--- config.mk ---
export PLATFORM = sky130hd
export DESIGN_NAME = pcd_alt_override
export DESIGN_NICKNAME = d
export VERILOG_FILES = /design/src/design/pcd_spike_filter.v /design/src/design/pcd_alt_override.v
export VERILOG_INCLUDE_DIRS = /design/src /design/src/shared
export SDC_FILE = /design/constraint.sdc
export NUM_CORES = 1
export LEC_CHECK = 0
export BUFFER_PORTS_ARGS = -buffer_cell sky130_fd_sc_hd__buf_2
export CORE_MARGIN = 2
export CORE_UTILIZATION = 40
export CTS_CLUSTER_SIZE = 14
export DETAILED_ROUTE_END_ITERATION = 10
export PLACE_DENSITY = 0.69
export SYNTH_ARGS = -nofsm -noshare
export SYNTH_HDL_FRONTEND = slang
export SYNTH_SLANG_ARGS = --single-unit
--- constraint.sdc ---
create_clock -name i_clk -period 1.85 [get_ports i_clk]
set_input_delay 0.4625 -clock i_clk [delete_from_list [all_inputs] [get_ports i_clk]]
set_output_delay 0.4625 -clock i_clk [all_outputs]
set_load 0.01 [all_outputs]
--- src/shared/pcd_defines.vh ---
// Purpose: constants for the port C / port D alternate function override block
// Assumes: 20 MHz system clock
// Notes:   bit positions of the pins that peripherals take over
`ifndef PCD_DEFINES_VH
`define PCD_DEFINES_VH

// port C pin positions
`define PCD_PC_OSC_OUT      7
`define PCD_PC_OSC_IN       6
`define PCD_PC_TEST_DIN     5
`define PCD_PC_TEST_DOUT    4
`define PCD_PC_TEST_MODE    3
`define PCD_PC_TEST_CLK     2
`define PCD_PC_SDA          1
`define PCD_PC_SCL          0

// port D pin positions
`define PCD_PD_T2_CMP       7
`define PCD_PD_T1_CAP       6
`define PCD_PD_T1_CMP_A     5
`define PCD_PD_T1_CMP_B     4
`define PCD_PD_IRQ_ONE      3
`define PCD_PD_IRQ_ZERO     2
`define PCD_PD_TX           1
`define PCD_PD_RX           0

// reset values
`define PCD_RST_OUT         8'h00
`define PCD_RST_OE_N        8'hFF
`define PCD_RST_PULLUP      8'h00
`define PCD_RST_SYNC        8'h00

// timing
`define PCD_CLK_PERIOD_NS   50
`define PCD_SPIKE_NS        50

`endif

--- src/design/pcd_spike_filter.v ---
// Purpose: glitch filter for one two-wire line
// Assumes: input already synchronised to i_clk
// Notes:   output changes only after the input held a new level for CYCLES+1 samples
`timescale 1ns/100ps
`default_nettype none

module pcd_spike_filter #(
  parameter CYCLES = 1,
  parameter CW     = 4
) (
  input  wire i_clk,
  input  wire i_reset,
  input  wire i_in,
  output wire o_out
);

  reg          out_ff;
  reg [CW-1:0] cnt_ff;
  reg          nxt_out;
  reg [CW-1:0] nxt_cnt;

  always @* begin
    nxt_out = out_ff;
    nxt_cnt = {CW{1'b0}};
    if (i_in != out_ff) begin
      if (cnt_ff >= CYCLES[CW-1:0]) begin
        nxt_out = i_in;
      end else begin
        nxt_cnt = cnt_ff + {{(CW-1){1'b0}}, 1'b1};
      end
    end
  end

  always @(posedge i_clk) begin
    if (i_reset) begin
      // idle bus level is high
      out_ff <= 1'b1;
      cnt_ff <= {CW{1'b0}};
    end else begin
      out_ff <= nxt_out;
      cnt_ff <= nxt_cnt;
    end
  end

  assign o_out = out_ff;

endmodule // pcd_spike_filter

`default_nettype wire

--- src/design/pcd_alt_override.v ---
// Purpose: alternate function override for port C and port D pins
// Assumes: pin inputs are asynchronous; peripheral controls come from i_clk logic
// Notes:   pin outputs registered; oe_n low while the pin is driven
`timescale 1ns/100ps
`default_nettype none
`include "pcd_defines.vh"

// Operation
// any asserted override enable replaces the port register contribution for that signal
// oscillator select frees port C bit 7: pull-up off, driver off, input off
// oscillator select frees port C bit 6: pull-up off, input disabled
// test access enabled keeps test data-in, mode and clock pull-ups on, even in reset
// test access: port C bit 5 carries test data in, driver and input off
// test access: port C bit 4 outputs test data, driven only while shifting
// test access: port C bit 3 feeds mode select, pull-up on, driver off
// test access: port C bit 2 is the test clock, no general I/O
// two-wire: port C bit 1 is data, value low, direction from data-out
// two-wire: port C bit 0 is clock, value low, direction from clock-out
// both two-wire inputs pass spike filters rejecting pulses under 50 ns
// two-wire pins keep pull-up from port data bit, gated by global disable
// two-wire enable switches on slew-rate limiting on its two pins
// software sets port D bit 7 direction; enabled compare output replaces value
// software sets port D bits 5,4 direction; compare A/B replace value
// port D bit 6 input goes to timer capture, no other override
// external interrupt enables force input enable on port D bits 3 and 2
// transmitter enable drives port D bit 1 as output with tx data, pull-up off
// receiver enable forces port D bit 0 input, pull-up follows data bit
module pcd_alt_override (
  input  wire       i_clk,
  input  wire       i_reset,
  // port registers
  input  wire [7:0] i_portc_data,
  input  wire [7:0] i_portc_dir,
  input  wire [7:0] i_portd_data,
  input  wire [7:0] i_portd_dir,
  input  wire       i_global_pullup_disable,
  // peripheral controls
  input  wire       i_async_timer_clock_sel,
  input  wire       i_test_access_enable,
  input  wire       i_instr_reg_shifting,
  input  wire       i_data_reg_shifting,
  input  wire       i_test_data_out,
  input  wire       i_two_wire_enable,
  input  wire       i_two_wire_sda_out,
  input  wire       i_two_wire_scl_out,
  input  wire       i_timer2_compare_en,
  input  wire       i_timer2_compare_out,
  input  wire       i_timer1_compare_a_en,
  input  wire       i_timer1_compare_a_out,
  input  wire       i_timer1_compare_b_en,
  input  wire       i_timer1_compare_b_out,
  input  wire       i_ext_irq_zero_en,
  input  wire       i_ext_irq_one_en,
  input  wire       i_serial_tx_enable,
  input  wire       i_serial_tx_data,
  input  wire       i_serial_rx_enable,
  // pins
  input  wire [7:0] i_portc_pin,
  input  wire [7:0] i_portd_pin,
  output wire [7:0] o_portc_pin_out,
  output wire [7:0] o_portc_pin_oe_n,
  output wire [7:0] o_portc_pullup,
  output wire [7:0] o_portd_pin_out,
  output wire [7:0] o_portd_pin_oe_n,
  output wire [7:0] o_portd_pullup,
  output wire       o_two_wire_slew_limit,
  // to port read path and peripherals
  output wire [7:0] o_portc_in,
  output wire [7:0] o_portd_in,
  output wire       o_timer_osc_active,
  output wire       o_test_data_in,
  output wire       o_test_mode_sel,
  output wire       o_test_clock,
  output wire       o_two_wire_sda_in,
  output wire       o_two_wire_scl_in,
  output wire       o_timer1_capture_in,
  output wire       o_ext_irq_zero_in,
  output wire       o_ext_irq_one_in,
  output wire       o_serial_rx_data
);

  localparam SPIKE_CYCLES = (`PCD_SPIKE_NS + `PCD_CLK_PERIOD_NS - 1) / `PCD_CLK_PERIOD_NS;

  // override signals, port C
  reg  [7:0] c_pu_oe;
  reg  [7:0] c_pu_ov;
  reg  [7:0] c_dd_oe;
  reg  [7:0] c_dd_ov;
  reg  [7:0] c_pv_oe;
  reg  [7:0] c_pv_ov;
  reg  [7:0] c_die_oe;
  reg  [7:0] c_die_ov;
  // override signals, port D
  reg  [7:0] d_pu_oe;
  reg  [7:0] d_pu_ov;
  reg  [7:0] d_dd_oe;
  reg  [7:0] d_dd_ov;
  reg  [7:0] d_pv_oe;
  reg  [7:0] d_pv_ov;
  reg  [7:0] d_die_oe;
  reg  [7:0] d_die_ov;

  // resolved per-pin values
  wire [7:0] nxt_c_pullup;
  wire [7:0] nxt_c_dir;
  wire [7:0] nxt_c_out;
  wire [7:0] c_die;
  wire [7:0] nxt_d_pullup;
  wire [7:0] nxt_d_dir;
  wire [7:0] nxt_d_out;
  wire [7:0] d_die;

  reg  [7:0] c_out_ff;
  reg  [7:0] c_oe_n_ff;
  reg  [7:0] c_pullup_ff;
  reg  [7:0] d_out_ff;
  reg  [7:0] d_oe_n_ff;
  reg  [7:0] d_pullup_ff;
  reg        slew_ff;
  reg        osc_ff;

  // pin synchronisers
  reg  [7:0] c_meta_ff;
  reg  [7:0] c_sync_ff;
  reg  [7:0] d_meta_ff;
  reg  [7:0] d_sync_ff;
  reg  [7:0] c_in_ff;
  reg  [7:0] d_in_ff;
  reg  [2:0] test_in_ff;

  wire       sda_filt;
  wire       scl_filt;

  wire       pu_ok;
  assign pu_ok = ~i_global_pullup_disable;

  // port C override table
  always @* begin
    c_pu_oe  = 8'h00;
    c_pu_ov  = 8'h00;
    c_dd_oe  = 8'h00;
    c_dd_ov  = 8'h00;
    c_pv_oe  = 8'h00;
    c_pv_ov  = 8'h00;
    c_die_oe = 8'h00;
    c_die_ov = 8'h00;
    // oscillator output pin
    c_pu_oe[`PCD_PC_OSC_OUT]  = i_async_timer_clock_sel;
    c_dd_oe[`PCD_PC_OSC_OUT]  = i_async_timer_clock_sel;
    c_die_oe[`PCD_PC_OSC_OUT] = i_async_timer_clock_sel;
    // oscillator input pin
    c_pu_oe[`PCD_PC_OSC_IN]   = i_async_timer_clock_sel;
    c_dd_oe[`PCD_PC_OSC_IN]   = i_async_timer_clock_sel;
    c_die_oe[`PCD_PC_OSC_IN]  = i_async_timer_clock_sel;
    // test data in, pull-up on
    c_pu_oe[`PCD_PC_TEST_DIN]  = i_test_access_enable;
    c_pu_ov[`PCD_PC_TEST_DIN]  = 1'b1;
    c_dd_oe[`PCD_PC_TEST_DIN]  = i_test_access_enable;
    c_die_oe[`PCD_PC_TEST_DIN] = i_test_access_enable;
    // test data out, driven while shifting
    c_pu_oe[`PCD_PC_TEST_DOUT]  = i_test_access_enable;
    c_dd_oe[`PCD_PC_TEST_DOUT]  = i_test_access_enable;
    c_dd_ov[`PCD_PC_TEST_DOUT]  = i_instr_reg_shifting | i_data_reg_shifting;
    c_pv_oe[`PCD_PC_TEST_DOUT]  = i_test_access_enable;
    c_pv_ov[`PCD_PC_TEST_DOUT]  = i_test_data_out;
    c_die_oe[`PCD_PC_TEST_DOUT] = i_test_access_enable;
    // mode select, pull-up on
    c_pu_oe[`PCD_PC_TEST_MODE]  = i_test_access_enable;
    c_pu_ov[`PCD_PC_TEST_MODE]  = 1'b1;
    c_dd_oe[`PCD_PC_TEST_MODE]  = i_test_access_enable;
    c_die_oe[`PCD_PC_TEST_MODE] = i_test_access_enable;
    // test clock, pull-up on
    c_pu_oe[`PCD_PC_TEST_CLK]  = i_test_access_enable;
    c_pu_ov[`PCD_PC_TEST_CLK]  = 1'b1;
    c_dd_oe[`PCD_PC_TEST_CLK]  = i_test_access_enable;
    c_die_oe[`PCD_PC_TEST_CLK] = i_test_access_enable;
    // data line, open drain
    c_pu_oe[`PCD_PC_SDA] = i_two_wire_enable;
    c_pu_ov[`PCD_PC_SDA] = i_portc_data[`PCD_PC_SDA] & pu_ok;
    c_dd_oe[`PCD_PC_SDA] = i_two_wire_enable;
    c_dd_ov[`PCD_PC_SDA] = i_two_wire_sda_out;
    c_pv_oe[`PCD_PC_SDA] = i_two_wire_enable;
    // clock line, open drain
    c_pu_oe[`PCD_PC_SCL] = i_two_wire_enable;
    c_pu_ov[`PCD_PC_SCL] = i_portc_data[`PCD_PC_SCL] & pu_ok;
    c_dd_oe[`PCD_PC_SCL] = i_two_wire_enable;
    c_dd_ov[`PCD_PC_SCL] = i_two_wire_scl_out;
    c_pv_oe[`PCD_PC_SCL] = i_two_wire_enable;
  end

  // port D override table
  always @* begin
    d_pu_oe  = 8'h00;
    d_pu_ov  = 8'h00;
    d_dd_oe  = 8'h00;
    d_dd_ov  = 8'h00;
    d_pv_oe  = 8'h00;
    d_pv_ov  = 8'h00;
    d_die_oe = 8'h00;
    d_die_ov = 8'h00;
    // compare output, direction left to software
    d_pv_oe[`PCD_PD_T2_CMP]   = i_timer2_compare_en;
    d_pv_ov[`PCD_PD_T2_CMP]   = i_timer2_compare_out;
    // compare A and B outputs
    d_pv_oe[`PCD_PD_T1_CMP_A] = i_timer1_compare_a_en;
    d_pv_ov[`PCD_PD_T1_CMP_A] = i_timer1_compare_a_out;
    d_pv_oe[`PCD_PD_T1_CMP_B] = i_timer1_compare_b_en;
    d_pv_ov[`PCD_PD_T1_CMP_B] = i_timer1_compare_b_out;
    // interrupt inputs forced enabled
    d_die_oe[`PCD_PD_IRQ_ONE]  = i_ext_irq_one_en;
    d_die_ov[`PCD_PD_IRQ_ONE]  = 1'b1;
    d_die_oe[`PCD_PD_IRQ_ZERO] = i_ext_irq_zero_en;
    d_die_ov[`PCD_PD_IRQ_ZERO] = 1'b1;
    // transmit pin forced output
    d_pu_oe[`PCD_PD_TX] = i_serial_tx_enable;
    d_dd_oe[`PCD_PD_TX] = i_serial_tx_enable;
    d_dd_ov[`PCD_PD_TX] = 1'b1;
    d_pv_oe[`PCD_PD_TX] = i_serial_tx_enable;
    d_pv_ov[`PCD_PD_TX] = i_serial_tx_data;
    // receive pin forced input
    d_pu_oe[`PCD_PD_RX] = i_serial_rx_enable;
    d_pu_ov[`PCD_PD_RX] = i_portd_data[`PCD_PD_RX] & pu_ok;
    d_dd_oe[`PCD_PD_RX] = i_serial_rx_enable;
  end

  // override muxes per pin
  genvar g;
  generate
    for (g = 0; g < 8; g = g + 1) begin : g_pin
      assign nxt_c_pullup[g] = c_pu_oe[g] ? c_pu_ov[g] : (i_portc_data[g] & ~i_portc_dir[g] & pu_ok);
      assign nxt_c_dir[g]    = c_dd_oe[g] ? c_dd_ov[g] : i_portc_dir[g];
      assign nxt_c_out[g]    = c_pv_oe[g] ? c_pv_ov[g] : i_portc_data[g];
      assign c_die[g]        = c_die_oe[g] ? c_die_ov[g] : 1'b1;
      assign nxt_d_pullup[g] = d_pu_oe[g] ? d_pu_ov[g] : (i_portd_data[g] & ~i_portd_dir[g] & pu_ok);
      assign nxt_d_dir[g]    = d_dd_oe[g] ? d_dd_ov[g] : i_portd_dir[g];
      assign nxt_d_out[g]    = d_pv_oe[g] ? d_pv_ov[g] : i_portd_data[g];
      assign d_die[g]        = d_die_oe[g] ? d_die_ov[g] : 1'b1;
    end
  endgenerate

  // pin drive registers
  always @(posedge i_clk) begin
    if (i_reset) begin
      c_out_ff    <= `PCD_RST_OUT;
      c_oe_n_ff   <= `PCD_RST_OE_N;
      d_out_ff    <= `PCD_RST_OUT;
      d_oe_n_ff   <= `PCD_RST_OE_N;
      d_pullup_ff <= `PCD_RST_PULLUP;
      slew_ff     <= 1'b0;
      osc_ff      <= 1'b0;
    end else begin
      c_out_ff    <= nxt_c_out;
      c_oe_n_ff   <= ~nxt_c_dir;
      d_out_ff    <= nxt_d_out;
      d_oe_n_ff   <= ~nxt_d_dir;
      d_pullup_ff <= nxt_d_pullup;
      // slew limiting
      slew_ff     <= i_two_wire_enable;
      osc_ff      <= i_async_timer_clock_sel;
    end
  end

  // test pull-ups held through reset
  always @(posedge i_clk) begin
    if (i_reset) begin
      c_pullup_ff                   <= `PCD_RST_PULLUP;
      c_pullup_ff[`PCD_PC_TEST_DIN]  <= i_test_access_enable;
      c_pullup_ff[`PCD_PC_TEST_MODE] <= i_test_access_enable;
      c_pullup_ff[`PCD_PC_TEST_CLK]  <= i_test_access_enable;
    end else begin
      c_pullup_ff <= nxt_c_pullup;
    end
  end

  // two-flop pin synchronisers
  always @(posedge i_clk) begin
    if (i_reset) begin
      c_meta_ff <= `PCD_RST_SYNC;
      c_sync_ff <= `PCD_RST_SYNC;
      d_meta_ff <= `PCD_RST_SYNC;
      d_sync_ff <= `PCD_RST_SYNC;
    end else begin
      c_meta_ff <= i_portc_pin;
      c_sync_ff <= c_meta_ff;
      d_meta_ff <= i_portd_pin;
      d_sync_ff <= d_meta_ff;
    end
  end

  // gated digital inputs and test-access pins
  always @(posedge i_clk) begin
    if (i_reset) begin
      c_in_ff    <= `PCD_RST_SYNC;
      d_in_ff    <= `PCD_RST_SYNC;
      test_in_ff <= 3'h0;
    end else begin
      c_in_ff    <= c_sync_ff & c_die;
      d_in_ff    <= d_sync_ff & d_die;
      // test pins bypass the disabled input path
      test_in_ff <= {c_sync_ff[`PCD_PC_TEST_DIN], c_sync_ff[`PCD_PC_TEST_MODE], c_sync_ff[`PCD_PC_TEST_CLK]} &
                    {3{i_test_access_enable}};
    end
  end

  // spike filters on both two-wire lines
  pcd_spike_filter #(
    .CYCLES (SPIKE_CYCLES),
    .CW     (4)
  ) u_sda_filt (
    .i_clk   (i_clk),
    .i_reset (i_reset),
    .i_in    (c_sync_ff[`PCD_PC_SDA]),
    .o_out   (sda_filt)
  );

  pcd_spike_filter #(
    .CYCLES (SPIKE_CYCLES),
    .CW     (4)
  ) u_scl_filt (
    .i_clk   (i_clk),
    .i_reset (i_reset),
    .i_in    (c_sync_ff[`PCD_PC_SCL]),
    .o_out   (scl_filt)
  );

  assign o_portc_pin_out       = c_out_ff;
  assign o_portc_pin_oe_n      = c_oe_n_ff;
  assign o_portc_pullup        = c_pullup_ff;
  assign o_portd_pin_out       = d_out_ff;
  assign o_portd_pin_oe_n      = d_oe_n_ff;
  assign o_portd_pullup        = d_pullup_ff;
  assign o_two_wire_slew_limit = slew_ff;
  assign o_timer_osc_active    = osc_ff;
  assign o_portc_in            = c_in_ff;
  assign o_portd_in            = d_in_ff;
  assign o_test_data_in        = test_in_ff[2];
  assign o_test_mode_sel       = test_in_ff[1];
  assign o_test_clock          = test_in_ff[0];
  assign o_two_wire_sda_in     = sda_filt;
  assign o_two_wire_scl_in     = scl_filt;
  // capture input, no override
  assign o_timer1_capture_in   = d_in_ff[`PCD_PD_T1_CAP];
  // interrupt inputs
  assign o_ext_irq_zero_in     = d_in_ff[`PCD_PD_IRQ_ZERO];
  assign o_ext_irq_one_in      = d_in_ff[`PCD_PD_IRQ_ONE];
  assign o_serial_rx_data      = d_in_ff[`PCD_PD_RX];

endmodule // pcd_alt_override

`default_nettype wire

# [Word level (Yosys, flattened, before mapping)]
# Cells that the tools add are included.
[word_totals] ff_bits=111 input_bits=70 output_inout_bits=75
[op_classes] add_sub_neg=2 magnitude_cmp=2 eq_ne=2 muxes=25 bitwise_logic=59 n_reduce_logical=8
[ops] op="$and 1x1->1" count=35
[ops] op="$mux 1" count=24
[ops] op="$not 1->1" count=19
[ops] op="$not 8->8" count=2
[ops] op="$add 4x1->4 const B" count=2
[ops] op="$and 8x8->8" count=1
[ops] op="$ge 4x1->1 const B" count=2
[ops] op="$reduce_or 2->1" count=4
[ops] op="$mux 6" count=1
[ops] op="$reduce_or 3->1" count=2
[ops] op="$reduce_and 2->1" count=2
[ops] op="$and 3x3->3" count=1
[ops] op="$ne 1x1->1" count=2
[ops] op="$or 1x1->1" count=1

# [Logic depth before layout (Yosys ltp)]
# Gate-level depths: netlist of run 1.
[depth] word_depth=5 ltp_mapped=4 mapped_depth_nobuf=4

# [Modules after synthesis]
# A second synthesis of run 1 with hierarchy kept.
[unflattened] hier_cells=278 hier_area_um2=3337.0
[by_module_without_submodules] module="pcd_alt_override" instances=1 cells_each=238 area_per_inst_um2=2899.0 seq_area_each_um2=2021.9
[by_module_without_submodules] module="pcd_spike_filter" instances=2 cells_each=20 area_per_inst_um2=219.0 seq_area_each_um2=100.1

# [Worst setup path after synthesis of run 1]
# Ideal clock, no wire load.
[synth_path] path_type="register to register" from="register u_scl_filt.cnt_ff[1]" to="register u_scl_filt.cnt_ff[1]" arrival_ps=1231 required_ps=1754 slack_ps=523 stages_incl_launch_ff=5 path_buffers=0 period_less_slack_ps=1327 path_cell_list="dfxtp_1 > inv_1 > ha_1 > or4b_4 > nor4b_1"
[synth_via] elab_chain_len=2 elab_cells_between_ends=3
[synth_rtl] element="from (decl)" line_no="pcd_spike_filter.v:18" text="reg [CW-1:0] cnt_ff;"
[synth_rtl] element="from (signal assigned)" line_no="pcd_spike_filter.v:38" text="cnt_ff <= {CW{1'b0}};"
[synth_rtl] element="from (signal assigned)" line_no="pcd_spike_filter.v:41" text="cnt_ff <= nxt_cnt;"
[synth_rtl] element="$ge 4x1->1" line_no="pcd_spike_filter.v:26" text="if (cnt_ff >= CYCLES[CW-1:0]) begin"
[synth_rtl] element="$reduce_or 3->1 (no source line)"
# Several ways; a longest one is shown, not always the timed one.
# A chain may end at the register's enable or synchronous reset.

# [Final worst setup path of run 1]
[layout_path] from="register u_scl_filt.cnt_ff[1]" to="register u_scl_filt.cnt_ff[2]"
# Same word-level chain as after synthesis.

==> impl_metrics.yaml, run 1 <==
drt:
  drc: 0
  dr.pass1.iters: 4
  wl_per_cell_um: 11.71
  drt_wl_total_um: 6182
  dr_total_vias: 2279
  drt_iter0_drc: 26
  drt.antenna.violating_nets: 0
  vias_per_cell: 4.316
finish:
  finalCoreUtilization: 0.5271
  instances_no_fill: 528
  fin_nets: 494
  n_antenna_cell: 0
  drive_gt1_frac: 0.3830
  syn_to_final_growth_pct: 29.92
logic_synthesis:
  synth_area_sq_mm: 0.003283
  yosys_warnings: 0
  ys_types: 24
  ys_ff_latch: 111
  synth_cells: 277
  yosys-top-cells-count: "111 x dfxtp_1, 55 x nor2b_1, 19 x nor2_1"
  synth_top_flop_cell: "dfxtp_1"
  async_reset_ff_frac: 0
  post-synth-top-area-cell: "dfxtp_1"
  synth.avg_cell_area_sq_um: 11.85
  synth_edf_count: 0
  synth_seq_area_share: 0.6768
  synth_top_area_frac: 0.6768
  synth.area.top_cells: "dfxtp_1 68%, nor2b_1 10%, ha_1 2.3%"
  synth.most_common_cell: "dfxtp_1"
clock_tree:
  cts_setup_buffers: 0
  htreeDepth: 3
  clk_pin_slew_worst_paths_ps: 100
  clock_latency_ps: 350
  cts.sinks: 111
  clock_path_buffers: 2
  cts_root_buf: "clkbuf_8"
  cts_tree: "yes"
  numCtsBuffers: 9
  ctsHoldBuffers: 0
  cts_resized: 0
floorplanning:
  coreArea_sq_mm: 0.008093
  dieWidth_um: 94.60
  start_util: 0.4057
  num_rows: 33
  ios: 145
  die_y_um: 94.60
  die-area_sq_mm: 0.008948
critical_path:
  crit_type: "reg -> reg"
  path_cells: "inv_1 -> ha_1 -> or4b_4 -> nor4b_1"
  worstPathMaxFanout: 4
  start_kind: "register"
  arrival_ps: 1720
  crit_path_end_kind: "register"
  crit_required_ps: 2100
  crit_slowest_cell: "or4b_4"
  crit_family: "simple AND/OR/NAND/NOR gates"
  critPathBufInv: 1
  max_stage_delay_ps: 520
status:
  status: "complete, no violations"
global_route:
  grt_pass1_vias: 2104
  grt_overflow_total: 0
  grt_use_total: 0.1377
  grt_max_degree: 44
  antenna_found_initial: 0
  grt_pass1_wl_um: 9473
sta:
  rsz0062_at_grt: "no"
  fin_crit_sh: 0.7968
  finalSetupTns_ps: 0
  fin_crit_ps: 1474
  setup_viol: 0
  clock_skew_ps: 7.930
  fin_hold_ws_ps: 271.5
  clock.fmax_mhz: 678.4
  finalMaxSlewViolations: 0
  finalHoldViolCount: 0
flow_run:
  max_cap_viol_count: 0
placement:
  port_buffers: 142
  gp_congestion: 0.7445
  dpl.hpwl_um: 4575
  dp_cells: 512
pwr:
  power_density_mw_per_mm2: 985.1
  vdd_drop_max_v: 0.0004977
  p_leak_nw: 2.043
  total_power_mw: 4.202
min_path:
  hp-class: "in -> reg"
## final timing paths
path | startpoint | to | slack, ps | depth (start not counted)
hold / removal | i_portc_dir[7] | o_portc_pin_oe_n[7] | 270 | 2
hold reg to reg | c_sync_ff[7] | o_portc_in[7] | 440 | 1
setup / recovery | u_scl_filt.cnt_ff[1] | u_scl_filt.cnt_ff[2] | 380 | 4
setup reg to reg | u_scl_filt.cnt_ff[1] | u_scl_filt.cnt_ff[2] | 380 | 4
## sequential cells by signal, summed over array words and instances, names as in the netlist
name                   flops
test_in_ff                 3
u_sda_filt.o_out           1
o_timer_osc_active         1
o_two_wire_slew_limit      1
u_scl_filt.cnt_ff          4
u_scl_filt.o_out           1
o_portc_pin_out            8
o_portc_in                 8
o_portd_pin_out            8
o_portd_in                 8
o_portd_pullup             8
o_portc_pullup             8
d_sync_ff                  8
c_sync_ff                  8
c_meta_ff                  8
o_portc_pin_oe_n           8
d_meta_ff                  8
u_sda_filt.cnt_ff          4
o_portd_pin_oe_n           8
## report_power, final
group	internal [mW]	switching, mW
Clock	0.513	0.808
Sequential	2.49	0.0308
Combinational	0.181	0.176
Total	3.19	1.01
## stage by stage
step	worst slack [ps]	instance area, sq um
finish	376.0	4265
global route	219.8	4265
CTS	374.8	4265
detailed placement	397.5	4084
global placement	460.3	4084
floorplan	523.3	3287
## cells by family (layout without fill, tap and decap cells)
family / Yosys count / in the layout / synth area share
multiplexers: 7 / 7 / 0.02134
other: 1 / 2 / 0.001142
buffers and inverters: 20 / 165 / 0.02896
AO/OA/AOI/OAI: 7 / 7 / 0.01639
adder cells (fa/ha/maj): 6 / 6 / 0.02287
XOR/XNOR: 2 / 2 / 0.005336
AND/OR/NAND/NOR: 123 / 123 / 0.2271
flip-flops: 111 / 111 / 0.6768
## metal layers
metal	global-route usage	wire length, um	vias to the layer above
met5	0	0	-
met1	0.1504	2579	1026
met2	0.2476	2950	91
met3	0.04150	552	10
li1	-	-	1152
met4	0.05797	99	0
## cells in the final DEF, fill, tap and decap left out, types with 5 or more instances in the layout
cell,n
buf_2,142
nor4b_1,6
nand2b_1,9
ha_1,6
clkbuf_8,9
mux2i_1,7
nand2_1,7
nor2_1,19
a21o_1,5
nor3b_1,9
dfxtp_1,111
nor2b_1,55
and2_1,9
## cell type report
cell class | count | area (sq um)
Clock inverter | 6 | 53.80
Inverter | 4 | 15.01
Fill cell | 763 | 3827
Timing Repair Buffer | 145 | 745.7
Multi-Input combinational cell | 147 | 969.7
Clock buffer | 10 | 127.6
Tap cell | 105 | 131.4
Sequential cell | 111 | 2222
No activity file was read; power rests on OpenSTA's default activity.
==> run 2, diff against run 1 <==
--- a/config.mk
+++ b/config.mk
@@ -11,7 +11,7 @@
 export CORE_UTILIZATION = 40
 export CTS_CLUSTER_SIZE = 14
 export DETAILED_ROUTE_END_ITERATION = 10
-export PLACE_DENSITY = 0.69
+export PLACE_DENSITY = 0.72
 export SYNTH_ARGS = -nofsm -noshare
 export SYNTH_HDL_FRONTEND = slang
 export SYNTH_SLANG_ARGS = --single-unit
==> constraint.sdc (replaced) <==
create_clock -name i_clk -period 1.3 [get_ports i_clk]
set_input_delay 0.325 -clock i_clk [delete_from_list [all_inputs] [get_ports i_clk]]
set_output_delay 0.325 -clock i_clk [all_outputs]
set_load 0.01 [all_outputs]
==> impl_metrics.yaml, run 2 (synthesis gave the netlist of run 1 again) <==
sta:
  clock_skew_ps: 7.557
  finalMaxSlewViolations: 0
  clock.fmax_mhz: 713.3
  finalHoldViolCount: 0
  setup_viol: 8
  fin_hold_ws_ps: 119.6
  rsz0062_at_grt: "yes"
  tightest_slew_ps: 616.4
  worst_slack_ps: -101.9
  fin_crit_sh: 1.078
  fin_crit_ps: 1402
  relSlewSlack: 0.5861
floorplanning:
  coreArea_sq_mm: 0.008093
  ios: 145
  num_rows: 33
  die_y_um: 94.60
  start_util: 0.4057
  dieWidth_um: 94.60
  die-area_sq_mm: 0.008948
clock_tree:
  numCtsBuffers: 9
  htreeDepth: 3
  clk_pin_slew_worst_paths_ps: 100
  cts.sinks: 111
  cts_root_buf: "clkbuf_8"
  cts_tree: "yes"
  ctsHoldBuffers: 0
  clock_path_buffers: 2
  clock_latency_ps: 360
finish:
  fin_nets: 502
  n_antenna_cell: 0
  finalCoreUtilization: 0.5448
  layout_commonest_cell: "buf_2"
  syn_to_final_growth_pct: 34.30
  drive_gt1_frac: 0.4279
  instances_no_fill: 535
  layout_common_cells: "142 x buf_2, 107 x dfxtp_1, 55 x nor2b_1"
min_path:
  holdPathStages: 2
  hold_end: "o_portd_pullup[5]"
  hp-class: "in -> reg"
  timing.hold.worst.start: "i_portd_dir[5]"
critical_path:
  r2r_end: "u_scl_filt.cnt_ff[2]"
  reg2reg_slack_ps: -100
  critPathBufInv: 1
  crit_slowest_cell: "or4b_4"
  rr_startpoint: "u_scl_filt.cnt_ff[1]"
  arrival_ps: 1690
  crit_type: "reg -> reg"
  start_kind: "register"
  reg2reg_depth: 4
  crit_family: "simple AND/OR/NAND/NOR gates"
  path_cells: "inv_2 -> ha_4 -> or4b_4 -> nor4b_2"
  worstPathMaxFanout: 4
  crit_required_ps: 1590
  crit_path_end_kind: "register"
  max_stage_delay_ps: 540
drt:
  vias_per_cell: 4.288
  drt.antenna.violating_nets: 0
  dr.pass1.iters: 3
  drt_wl_total_um: 6484
  dr_total_vias: 2294
  wl_per_cell_um: 12.12
  drt_iter0_drc: 17
  drc: 0
pwr:
  switching_share: 0.2431
  power_density_mw_per_mm2: 1358
  vdd_drop_max_v: 0.0006585
  pwr-share-seq: 0.601
  p_leak_nw: 2.081
  total_power_mw: 5.986
  combPwrFrac: 0.096
  internal_power_mw: 4.531
  clock_power_share: 0.303
  p_switching_mw: 1.455
status:
  status: "complete, but fails checks"
  violations: "negative setup slack"
placement:
  port_buffers: 142
  gp_congestion: 0.6821
  dp_cells: 519
  place_ws_ps: -93.89
  dpl.hpwl_um: 4893
global_route:
  grt_overflow_total: 0
  grt_pass1_vias: 2159
  antenna_found_initial: 0
  grt_pass1_wl_um: 9784
  grt_max_degree: 34
  grt_use_total: 0.1459
flow_run:
  max_cap_viol_count: 0
[run 2: cell types whose count changed in the layout (fill, tap and decap cells not counted), sizes merged]
cell,change
clkinvlp,+3
clkinv,-2
buf,+8
clkbuf,-1
inv,-1
[run 2: through the flow]
step,area [sq um],setup TNS [ps]
after floorplan,3342,-37.51
after global placement,4192,-165.3
after detailed placement,4192,-468.0
after CTS,4383,-549.3
after global routing,4409,-985.1
final,4409,-559.8
[run 2: repair_timing]
| action | 4_1_cts | 5_1_grt |
|---|---|---|
| pin swaps | 0 | 1 |
| endpoints found under the hold margin | 0 | 0 |
| setup endpoints to repair | 8 | 8 |
| buffers inserted | 1 | 0 |
| resized for setup | 2 | 3 |
[run 2: power groups by stage]
stage,combinational (mW),clock [mW],sequential [mW]
CTS,0.567,1.88,3.60
finish,0.574,1.82,3.60
global route,0.639,1.98,3.61
floorplan,0.227,0,3.72
global placement,0.541,0,3.67
detailed placement,0.557,0,3.68
[run 2: worst max path at each step]
stage / slack, ps / cells past startpoint / start / end
6_report: -100 / 4 / u_scl_filt.cnt_ff[1] / u_scl_filt.cnt_ff[2]
5_1_grt: -150 / 4 / u_scl_filt.cnt_ff[1] / u_scl_filt.cnt_ff[2]
4_1_cts: -100 / 4 / u_scl_filt.cnt_ff[1] / u_scl_filt.cnt_ff[2]
3_5_place_dp: -90 / 4 / u_sda_filt.cnt_ff[1] / u_sda_filt.cnt_ff[0]
3_3_place_gp: -40 / 4 / u_sda_filt.cnt_ff[1] / u_sda_filt.cnt_ff[2]
2_1_floorplan: -20 / 4 / u_scl_filt.cnt_ff[1] / u_scl_filt.cnt_ff[2]
[run 2: worst reg2reg max path: cells and delay by family (launching register included)]
kind / cells / cell delay [ps]
flip-flops: 1 / 350
AND/OR/NAND/NOR: 2 / 790
adder cells (fa/ha/maj): 1 / 140
buffers and inverters: 1 / 50
[run 2: final cells by class]
type	count	area (sq um)
fill	749	3684
multi-input combinational	147	1059
clock inverter	6	47.55
inverter	4	15.01
clock buffer	9	123.9
timing repair buffer	153	805.8
tap	105	131.4
sequential	111	2227
[run 2: per-layer routing]
metal,part of all wire,track usage,vias to the layer above
met3,0.090,0.06464,11
met4,0.018,0.05797,0
met1,0.42,0.1661,1033
met5,0,0,-
li1,-,-,1163
met2,0.47,0.2405,87
